File: config.mk
export PLATFORM = sky130hd
export DESIGN_NAME = adc_power_fail_sequencer
export DESIGN_NICKNAME = d
export VERILOG_FILES = /design/src/rtl/adc_seq_pkg.sv /design/src/rtl/adc_sar_core.sv /design/src/rtl/adc_power_fail_sequencer.sv
export SDC_FILE = /design/constraint.sdc
export NUM_CORES = 1
export LEC_CHECK = 0
export ABC_AREA = 1
export BUFFER_PORTS_ARGS = -buffer_cell sky130_fd_sc_hd__buf_2
export CAP_MARGIN = 30
export CORE_MARGIN = 2
export CORE_UTILIZATION = 30
export CTS_CLUSTER_DIAMETER = 30
export DETAILED_ROUTE_END_ITERATION = 7
export PLACE_DENSITY = 0.6
export SLEW_MARGIN = 20
export SYNTH_ARGS = -nofsm -noshare
export SYNTH_HDL_FRONTEND = slang
export SYNTH_SLANG_ARGS = --single-unit
File: constraint.sdc
create_clock -name aclk -period 5.9 [get_ports aclk]
set_clock_uncertainty 0.2 [all_clocks]
set_input_delay 0.59 -clock aclk [delete_from_list [all_inputs] [get_ports aclk]]
set_output_delay 0.59 -clock aclk [all_outputs]
set_load 0.02 [all_outputs]
File: src/rtl/adc_seq_pkg.sv
// Package with register map, field positions and timing constants of the converter sequencer.
package adc_seq_pkg;

  // Register byte offsets on the AXI4-Lite bus.
  localparam logic [7:0] OFF_MODE      = 8'h00;
  localparam logic [7:0] OFF_CHANNEL   = 8'h04;
  localparam logic [7:0] OFF_PF_MODE   = 8'h08;
  localparam logic [7:0] OFF_PF_THRESH = 8'h0c;
  localparam logic [7:0] OFF_RESULT    = 8'h10;
  localparam logic [7:0] OFF_STATUS    = 8'h14;

  // Field positions.
  localparam int BIT_START     = 7;
  localparam int BIT_POWER     = 0;
  localparam int FR_HI         = 5;
  localparam int FR_LO         = 3;
  localparam int CH_HI         = 2;
  localparam int CH_LO         = 0;
  localparam int BIT_PF_ENABLE = 7;
  localparam int BIT_PF_DIR    = 6;
  localparam int BIT_FLAG      = 0;

  // Converter geometry.
  localparam int RES_BITS = 10;
  localparam int CNT_W    = 9;

  // Reset values.
  localparam logic [7:0]  MODE_RST   = 8'h00;
  localparam logic [2:0]  CH_RST     = 3'h0;
  localparam logic [7:0]  PFM_RST    = 8'h00;
  localparam logic [7:0]  PFT_RST    = 8'h00;
  localparam logic [15:0] RESULT_RST = 16'h0000;

  // AXI responses.
  localparam logic [1:0] RESP_OKAY   = 2'h0;
  localparam logic [1:0] RESP_SLVERR = 2'h2;

  // Extra start delay of the first conversion, in clock cycles.
  localparam logic [CNT_W-1:0] START_DELAY = 9'h020;

  // Sampling window is the conversion time divided by this.
  localparam logic [CNT_W-1:0] SAMPLE_DIV = 9'h006;

  // Implemented bits of the power-fail mode register; the rest read zero.
  localparam logic [7:0] PFM_MASK = 8'hc0;

  // Conversion cycles per time-select code; zero marks a prohibited code.
  function automatic logic [CNT_W-1:0] conv_cycles(input logic [2:0] fr);
    case (fr)
      3'h0:    conv_cycles = 9'h120;
      3'h1:    conv_cycles = 9'h0f0;
      3'h2:    conv_cycles = 9'h0c0;
      3'h4:    conv_cycles = 9'h090;
      3'h5:    conv_cycles = 9'h078;
      3'h6:    conv_cycles = 9'h060;
      default: conv_cycles = 9'h000;
    endcase
  endfunction : conv_cycles

  // Sequencer states.
  typedef enum logic [3:0] {
    ST_IDLE   = 4'b0001,
    ST_DELAY  = 4'b0010,
    ST_SAMPLE = 4'b0100,
    ST_CONV   = 4'b1000
  } seq_state_type;

endpackage : adc_seq_pkg

File: src/rtl/adc_sar_core.sv
// Successive-approximation bit decision engine driven by the sequencer.
`timescale 1ns/1ps
module adc_sar_core
  import adc_seq_pkg::*;
(
  // Clock and reset.
  input  wire logic                aclk,
  input  wire logic                aresetn,
  // Control from the sequencer.
  input  wire logic                clear,
  input  wire logic                step,
  // Comparator input and approximation value.
  input  wire logic                cmp_above,
  output logic [RES_BITS-1:0]      approx,
  output logic                     done
);
  import adc_seq_pkg::*;

  logic [RES_BITS-1:0] approx_q;
  logic [RES_BITS-1:0] trial_q;

  // Each step keeps or drops the trial bit and moves to the next lower bit.
  always_ff @(posedge aclk)
  begin
    if (!aresetn || clear)
    begin
      approx_q <= '0;
      trial_q  <= {1'b1, {(RES_BITS-1){1'b0}}};
    end
    else if (step && trial_q != '0)
    begin
      approx_q <= cmp_above ? (approx_q | trial_q) : approx_q;
      trial_q  <= trial_q >> 1;
    end
  end

  assign approx = approx_q;
  // Done once all ten decisions are taken.
  assign done   = (trial_q == '0);

endmodule : adc_sar_core

File: src/rtl/adc_power_fail_sequencer.sv
// Converter sequencer with power-fail compare and AXI4-Lite register slave.
//Contract
// RL1 - Software waits 14 us power to start.
// RL2 - Channel and power may come either order.
// RL3 - Without power step, discard first result.
// RL4 - Later conversions take exactly selected time.
// RL5 - Power-fail setup order ends with start.
// RL6 - Power-fail: 14 us wait, steps any order.
// RL7 - Power-fail use needs explicit power step.
// RL8 - Power-fail compares upper byte with threshold.
// RL9 - Channel rewrite continues on new channel.
// RL10 - Stop clears start, then power enable.
// RL11 - Clearing start halts converter, saves current.
// RL12 - Result read served before result write.
// RL13 - Control write beats conversion end.
// RL14 - Channel write leaves end flag unchanged.
// RL15 - Clear end flag before resuming conversion.
// RL16 - Sampling lasts one sixth of conversion.
// RL17 - Early start: poll and discard first.
// RL18 - Avoid shared port access during conversion.
// RL19 - Direction 0 fires at-or-above, 1 below.
// RL20 - Conversions repeat while start stays set.
// RL21 - Register write aborts and restarts conversion.
// RL22 - After ten decisions, latch result.
// RL23 - Timing counted in main clock cycles.
// RL24 - Reset clears start, power, power-fail enable.
//
// The AXI4-Lite interface to the registers and the register offsets were left to the implementer.
`timescale 1ns/1ps
module adc_power_fail_sequencer
  import adc_seq_pkg::*;
(
  // Clock and reset.
  input  wire logic                       aclk,
  input  wire logic                       aresetn,
  // AXI4-Lite write address and data.
  input  wire logic [7:0]                 s_axi_awaddr,
  input  wire logic                       s_axi_awvalid,
  output logic                            s_axi_awready,
  input  wire logic [31:0]                s_axi_wdata,
  input  wire logic [3:0]                 s_axi_wstrb,
  input  wire logic                       s_axi_wvalid,
  output logic                            s_axi_wready,
  // AXI4-Lite write response.
  output logic [1:0]                      s_axi_bresp,
  output logic                            s_axi_bvalid,
  input  wire logic                       s_axi_bready,
  // AXI4-Lite read.
  input  wire logic [7:0]                 s_axi_araddr,
  input  wire logic                       s_axi_arvalid,
  output logic                            s_axi_arready,
  output logic [31:0]                     s_axi_rdata,
  output logic [1:0]                      s_axi_rresp,
  output logic                            s_axi_rvalid,
  input  wire logic                       s_axi_rready,
  // Analog front end.
  input  wire logic                       cmp_above,
  output logic [2:0]                      channel_field,
  output logic                            sample_switch,
  output logic                            converter_power_enable,
  output logic                            converter_busy,
  // Conversion end event.
  output logic                            conversion_end_irq
);
  import adc_seq_pkg::*;

  logic [7:0]          converter_mode_reg_q;
  logic [2:0]          channel_select_reg_q;
  logic [7:0]          power_fail_mode_reg_q;
  logic [7:0]          power_fail_threshold_reg_q;
  logic [15:0]         conversion_result_reg_q;
  logic                conversion_end_flag_q;
  logic                cmp_meta_q;
  logic                cmp_sync_q;
  seq_state_type       state_q;
  logic [CNT_W-1:0]    cnt_q;
  logic                first_q;
  logic                irq_q;
  logic                pend_q;
  logic [RES_BITS-1:0] pend_val_q;
  logic                have_aw_q;
  logic                have_w_q;
  logic [7:0]          awaddr_q;
  logic [31:0]         wdata_q;
  logic [3:0]          wstrb_q;
  logic                wr_fire;
  logic                rd_fire;
  logic                ctl_write;
  logic                conv_write;
  logic                result_read;
  logic                seq_clear;
  logic                sar_step;
  logic                sar_done;
  logic                conv_end;
  logic                store_now;
  logic [RES_BITS-1:0] approx;
  logic [CNT_W-1:0]    total_cycles;
  logic [CNT_W-1:0]    sample_cycles;
  logic                conversion_start_bit;
  logic                power_fail_mode_enable;
  logic                compare_direction_bit;
  logic                cmp_hit;

  assign conversion_start_bit   = converter_mode_reg_q[BIT_START];
  assign converter_power_enable = converter_mode_reg_q[BIT_POWER];
  assign power_fail_mode_enable = power_fail_mode_reg_q[BIT_PF_ENABLE];
  assign compare_direction_bit  = power_fail_mode_reg_q[BIT_PF_DIR];
  assign channel_field          = channel_select_reg_q;

  // Comparator comes from the analog domain, so it is synchronised first.
  always_ff @(posedge aclk)
  begin
    if (!aresetn)
    begin
      cmp_meta_q <= 1'b0;
      cmp_sync_q <= 1'b0;
    end
    else
    begin
      cmp_meta_q <= cmp_above;
      cmp_sync_q <= cmp_meta_q;
    end
  end

  // Write channel: address and data are taken in either order, then answered.
  assign s_axi_awready = !have_aw_q && !s_axi_bvalid;
  assign s_axi_wready  = !have_w_q && !s_axi_bvalid;
  assign wr_fire       = have_aw_q && have_w_q && !s_axi_bvalid;

  always_ff @(posedge aclk)
  begin
    if (!aresetn)
    begin
      have_aw_q    <= 1'b0;
      have_w_q     <= 1'b0;
      awaddr_q     <= '0;
      wdata_q      <= '0;
      wstrb_q      <= '0;
      s_axi_bvalid <= 1'b0;
      s_axi_bresp  <= RESP_OKAY;
    end
    else
    begin
      if (s_axi_awvalid && s_axi_awready)
      begin
        have_aw_q <= 1'b1;
        awaddr_q  <= s_axi_awaddr;
      end
      if (s_axi_wvalid && s_axi_wready)
      begin
        have_w_q <= 1'b1;
        wdata_q  <= s_axi_wdata;
        wstrb_q  <= s_axi_wstrb;
      end
      if (wr_fire)
      begin
        have_aw_q    <= 1'b0;
        have_w_q     <= 1'b0;
        s_axi_bvalid <= 1'b1;
        s_axi_bresp  <= (awaddr_q <= OFF_STATUS && awaddr_q[1:0] == 2'h0) ?
                        RESP_OKAY : RESP_SLVERR;
      end
      else if (s_axi_bvalid && s_axi_bready)
      begin
        s_axi_bvalid <= 1'b0;
      end
    end
  end

  // A write to any conversion-control register counts as a control write.
  assign ctl_write  = wr_fire && wstrb_q[0] &&
                      (awaddr_q == OFF_MODE || awaddr_q == OFF_CHANNEL ||
                       awaddr_q == OFF_PF_MODE || awaddr_q == OFF_PF_THRESH);
  assign conv_write = wr_fire && wstrb_q[0] &&
                      (awaddr_q == OFF_MODE || awaddr_q == OFF_CHANNEL);

  // Control registers; reset leaves the converter stopped and unpowered.
  always_ff @(posedge aclk)
  begin
    if (!aresetn)
    begin
      converter_mode_reg_q       <= MODE_RST; // [RL24]
      channel_select_reg_q       <= CH_RST;
      power_fail_mode_reg_q      <= PFM_RST; // [RL24]
      power_fail_threshold_reg_q <= PFT_RST;
    end
    else if (ctl_write)
    begin
      case (awaddr_q)
        OFF_MODE:      converter_mode_reg_q       <= wdata_q[7:0];
        OFF_CHANNEL:   channel_select_reg_q       <= wdata_q[CH_HI:CH_LO]; // [RL9]
        OFF_PF_MODE:   power_fail_mode_reg_q      <= wdata_q[7:0] & PFM_MASK;
        OFF_PF_THRESH: power_fail_threshold_reg_q <= wdata_q[7:0];
        default:       converter_mode_reg_q       <= converter_mode_reg_q;
      endcase
    end
  end

  // Read channel; a result read in the same cycle as a store sees the old value.
  assign s_axi_arready = !s_axi_rvalid;
  assign rd_fire       = s_axi_arvalid && s_axi_arready;
  assign result_read   = rd_fire && s_axi_araddr == OFF_RESULT;

  always_ff @(posedge aclk)
  begin
    if (!aresetn)
    begin
      s_axi_rvalid <= 1'b0;
      s_axi_rdata  <= '0;
      s_axi_rresp  <= RESP_OKAY;
    end
    else if (rd_fire)
    begin
      s_axi_rvalid <= 1'b1;
      s_axi_rresp  <= RESP_OKAY;
      case (s_axi_araddr)
        OFF_MODE:      s_axi_rdata <= {24'h000000, converter_mode_reg_q};
        OFF_CHANNEL:   s_axi_rdata <= {29'h00000000, channel_select_reg_q};
        OFF_PF_MODE:   s_axi_rdata <= {24'h000000, power_fail_mode_reg_q};
        OFF_PF_THRESH: s_axi_rdata <= {24'h000000, power_fail_threshold_reg_q};
        OFF_RESULT:    s_axi_rdata <= {16'h0000, conversion_result_reg_q}; // [RL12]
        OFF_STATUS:    s_axi_rdata <= {31'h00000000, conversion_end_flag_q};
        default:
        begin
          s_axi_rdata <= '0;
          s_axi_rresp <= RESP_SLVERR;
        end
      endcase
    end
    else if (s_axi_rvalid && s_axi_rready)
    begin
      s_axi_rvalid <= 1'b0;
    end
  end

  // Timing is counted in main clock cycles from the time-select field.
  assign total_cycles  = conv_cycles(converter_mode_reg_q[FR_HI:FR_LO]); // [RL23]
  assign sample_cycles = total_cycles / SAMPLE_DIV; // [RL16]
  assign seq_clear     = ctl_write || !conversion_start_bit || state_q == ST_IDLE;
  assign sar_step      = state_q == ST_CONV;
  assign conv_end      = state_q == ST_CONV && cnt_q == 9'h001;

  // Sequencer: optional start delay, then sample, then hold and decide.
  always_ff @(posedge aclk)
  begin
    if (!aresetn)
    begin
      state_q <= ST_IDLE;
      cnt_q   <= '0;
      first_q <= 1'b0;
    end
    else if (ctl_write || !conversion_start_bit || total_cycles == '0)
    begin
      // Register writes abort; clearing start stops immediately. [RL21] [RL11]
      state_q <= ST_IDLE;
      cnt_q   <= '0;
      first_q <= 1'b1;
    end
    else
    begin
      case (state_q)
        ST_IDLE:
        begin
          state_q <= first_q ? ST_DELAY : ST_SAMPLE; // [RL4]
          cnt_q   <= first_q ? START_DELAY : sample_cycles;
        end
        ST_DELAY:
        begin
          cnt_q <= cnt_q - 9'h001;
          if (cnt_q == 9'h001)
          begin
            state_q <= ST_SAMPLE;
            cnt_q   <= sample_cycles;
            first_q <= 1'b0;
          end
        end
        ST_SAMPLE:
        begin
          cnt_q <= cnt_q - 9'h001;
          if (cnt_q == 9'h001)
          begin
            state_q <= ST_CONV;
            cnt_q   <= total_cycles - sample_cycles; // [RL4]
          end
        end
        ST_CONV:
        begin
          cnt_q <= cnt_q - 9'h001;
          if (cnt_q == 9'h001)
          begin
            // Back-to-back repeat while start stays set. [RL20]
            state_q <= ST_SAMPLE;
            cnt_q   <= sample_cycles;
          end
        end
        default:
        begin
          state_q <= ST_IDLE;
          cnt_q   <= '0;
        end
      endcase
    end
  end

  assign sample_switch  = state_q == ST_SAMPLE; // [RL16]
  assign converter_busy = state_q != ST_IDLE;

  adc_sar_core u_sar (
    .aclk      (aclk),
    .aresetn   (aresetn),
    .clear     (seq_clear || state_q == ST_SAMPLE),
    .step      (sar_step),
    .cmp_above (cmp_sync_q),
    .approx    (approx),
    .done      (sar_done)
  );

  // Store is held off one cycle under a result read; mode or channel register writes cancel it.
  assign store_now = pend_q && !result_read;
  assign cmp_hit   = compare_direction_bit ?
                     (pend_val_q[9:2] <  power_fail_threshold_reg_q) :
                     (pend_val_q[9:2] >= power_fail_threshold_reg_q); // [RL19] [RL8]

  always_ff @(posedge aclk)
  begin
    if (!aresetn)
    begin
      pend_q     <= 1'b0;
      pend_val_q <= '0;
    end
    else if (conv_write)
    begin
      pend_q <= 1'b0; // [RL13]
    end
    else if (conv_end && !ctl_write && sar_done)
    begin
      pend_q     <= 1'b1; // [RL22]
      pend_val_q <= approx;
    end
    else if (store_now)
    begin
      pend_q <= 1'b0; // [RL12]
    end
  end

  // Result register is left-aligned like the ten-bit value times 64.
  always_ff @(posedge aclk)
  begin
    if (!aresetn)
    begin
      conversion_result_reg_q <= RESULT_RST;
    end
    else if (store_now && !conv_write)
    begin
      conversion_result_reg_q <= {pend_val_q, 6'h00}; // [RL22]
    end
  end

  // Event pulse, gated in power-fail mode; the flag survives channel writes.
  always_ff @(posedge aclk)
  begin
    if (!aresetn)
    begin
      irq_q                 <= 1'b0;
      conversion_end_flag_q <= 1'b0;
    end
    else
    begin
      irq_q <= store_now && !conv_write && (!power_fail_mode_enable || cmp_hit); // [RL8]
      if (irq_q)
      begin
        conversion_end_flag_q <= 1'b1; // [RL14]
      end
      else if (wr_fire && awaddr_q == OFF_STATUS && wstrb_q[0] && wdata_q[BIT_FLAG])
      begin
        conversion_end_flag_q <= 1'b0;
      end
    end
  end

  assign conversion_end_irq = irq_q;
endmodule : adc_power_fail_sequencer

==> qor.yml <==
synth_area_leaders: "dfxtp_1 (40%), a21oi_1 (9.9%), nand2_1 (9.3%)"
ios: 108
synthesis.instances: 834
yosys-top-cells-count: "nand2_1 (148), inv_1 (126), dfxtp_1 (119)"
synthAdderAreaFrac: 0.0400
startpoint_type: "flip-flop"
r2r_end: "cnt_q[6]$_SDFF_PP0_"
path_buf_inv: 8
yosysWarnings: 0
ir_drop_uv: 203
cts_buffers: 17
wl_um: 14500
synthXorXnorAreaFrac: 0.00884
wire_per_inst_um: 12.3
tritoncts: "yes"
p_leak_nw: 3.06
grt_util_all_layers: 0.146
cap_viol_max_count: 0
synth.most_common_cell: "nand2_1"
filler_cell_count: 2093
power.density_mw_per_mm2: 281
crit_start: "converter_mode_reg_q[3]$_SDFFE_PN0P_"
reg2regPathDepth: 45
grt_overflow: 0
clk_pin_slew_worst_paths_ps: 60
grt_pass1_wl_um: 24100
setup_violations: 0
yosysSeqAreaShare: 0.401
cpMaxStageDelayCell: "dfxtp_2"
fin_crit_sh: 0.903
timing.rr.start: "converter_mode_reg_q[3]$_SDFFE_PN0P_"
clock_latency_ps: 410
drv_slew: 0
timing.fmax_ghz: 0.188
drive_gt1_frac: 0.150
synth_top_family_by_area: "compound AO/OA/AOI/OAI gates"
grt_pass1_vias: 5028
synthSimpleGateAreaFrac: 0.209
fp-row-count: 51
die_h_um: 145
cts_buffer_depth: 2
route.detailed.drc: 0
start_util: 0.305
status: "finished clean"
fin_crit_ps: 5320
avgViaCountPerCell: 4.60
synth_top_flop_cell: "dfxtp_1"
total_power_w: 0.00199
synth_cell_type_count: 45
diodes: 0
synth_top_cell_area_share: 0.401
worst_slack_ps: 575
crit_top_cell: "nand2_1"
syn2layout_area_growth_pct: 19.1
cts_root_buf: "clkbuf_16"
ant_nets: 0
synth_area_mm2: 0.00594
final_hold_viol_count: 0
hpwl_um: 10900
vias: 5419
synth_compound_area_frac: 0.212
avgSynthCellArea_um2: 7.12
clock-sinks: 119
synth.largest_area_cell: "dfxtp_1"
gp_congestion: 0.865
critPathRequiredTime_ps: 6010
critical_path.top_delay_family: "simple AND/OR/NAND/NOR gates"
muxShareOfSynthArea: 0.00232
synth_edf_count: 0
slew_headroom: 0.344
tightest_slew_ps: 975
arrival_ps: 5430
drt-initial-drc-count: 262
min_to: "cmp_meta_q$_SDFF_PN0_"
worstHoldStart: "cmp_above"
ys_seq_elements: 119
core_area_mm2: 0.0195
cpPeakStageDelay_ps: 340
dieWidth_um: 145
fin_setup_tns_ps: 0
endpoint_kind: "flip-flop"
r2r_setup_slack_ps: 580
die_area_mm2: 0.0209
portBuffers: 62
synthArstFlopShare: 0
antenna_found_initial: 1
min_path_cells: 3
first_pass_iters: 4
path_max_fanout: 8
hold_class: "in2reg"
htree_levels: 4
dpl_worst_slack_ps: 338
nets: 980
critPathKind: "reg2reg"
grt_max_degree: 64
==> per-stage QoR <==
| stage | std cells | utilization | hold slack [ps] | instance area (µm²) |
|---|---|---|---|---|
| after floorplan | 851 | - | 190 | 6010 |
| final | 1179 | 0.364 | 155 | 7080 |
| after global routing | 1179 | 0.364 | 191 | 7080 |
| after detailed placement | 1143 | 0.332 | 200 | 6460 |
| after CTS | 1175 | 0.361 | 138 | 7030 |
| after global placement | 1143 | 0.332 | 196 | 6460 |
==> timing repair <==
action | CTS | global route
setup buffers | 0 | 3
hold buffers | 0 | 0
gates resized for setup | 0 | 9
setup endpoints to repair | 0 | 3
==> cells in the final DEF, fill, tap and decap left out, types with 5 or more instances in the layout <==
cell type,instances
nand2_1,147
dfxtp_1,117
clkbuf_16,17
inv_1,124
buf_4,13
nand2_2,10
a21oi_1,117
inv_2,6
o21ai_0,77
buf_2,62
nor3_1,15
xor2_1,5
conb_1,18
nand3_1,25
nand4_1,8
o21a_1,5
nor2_1,59
ha_1,17
nor4_1,6
==> tightest hold or removal path: stages <==
cell	delay [ps]
buf_2	70
nand2_1	40
inv_1	40
==> worst max path at each step <==
| stage | to | slack, ps | cells after the start |
|---|---|---|---|
| 2_1_floorplan | cnt_q[6]$_SDFF_PP0_ | 810 | 48 |
| 3_3_place_gp | cnt_q[6]$_SDFF_PP0_ | 390 | 45 |
| 3_5_place_dp | cnt_q[6]$_SDFF_PP0_ | 340 | 45 |
| 4_1_cts | cnt_q[6]$_SDFF_PP0_ | 300 | 45 |
| 5_1_grt | cnt_q[6]$_SDFF_PP0_ | -8 | 45 |
| 6_report | cnt_q[6]$_SDFF_PP0_ | 580 | 45 |
==> layout make-up <==
class	count	area, µm²	share of cell area
Multi-Input combinational cell	557	2890	0.408
Tap cell	265	332	0.0468
Clock inverter	12	118	0.0166
Inverter	131	492	0.0695
Clock buffer	20	457	0.0645
Timing Repair Buffer	75	408	0.0576
Sequential cell	119	2380	0.337
==> layer usage <==
layer	global-route usage	share of wire
met4	0.0480	0.013
met1	0.185	0.48
met2	0.244	0.47
met3	0.0378	0.043
met5	0	0.00083
==> flip-flops by register name, indices dropped and copies added (netlist names), 2 cells and up <==
register / flops
awaddr_q: 8
channel_field: 3
cnt_q: 9
conversion_result_reg_q: 10
converter_mode_reg_q: 8
pend_val_q: 10
power_fail_mode_reg_q: 2
power_fail_threshold_reg_q: 8
s_axi_rdata: 16
state_q: 4
u_sar.approx: 10
u_sar.trial_q: 10
wdata_q: 8
==> where the power goes <==
| part | internal (W) | switching [W] | total [W] |
|---|---|---|---|
| combinational | 0.0000664 | 0.000120 | 0.000186 |
| clock | 0.000606 | 0.000372 | 0.000978 |
| sequential | 0.000820 | 0.00000842 | 0.000828 |
| total | 0.00149 | 0.000500 | 0.00199 |
==> cells by family (layout without fill, tap and decap cells) <==
| kind of cell | Yosys count | count (layout) |
|---|---|---|
| other | 1 | 18 |
| multiplexers | 1 | 1 |
| flip-flops | 119 | 119 |
| XOR/XNOR | 6 | 6 |
| adder cells (fa/ha/maj) | 19 | 19 |
| AND/OR/NAND/NOR | 283 | 283 |
| AO/OA/AOI/OAI | 230 | 230 |
| buffers and inverters | 175 | 238 |
(Power assumes the default switching activity.)
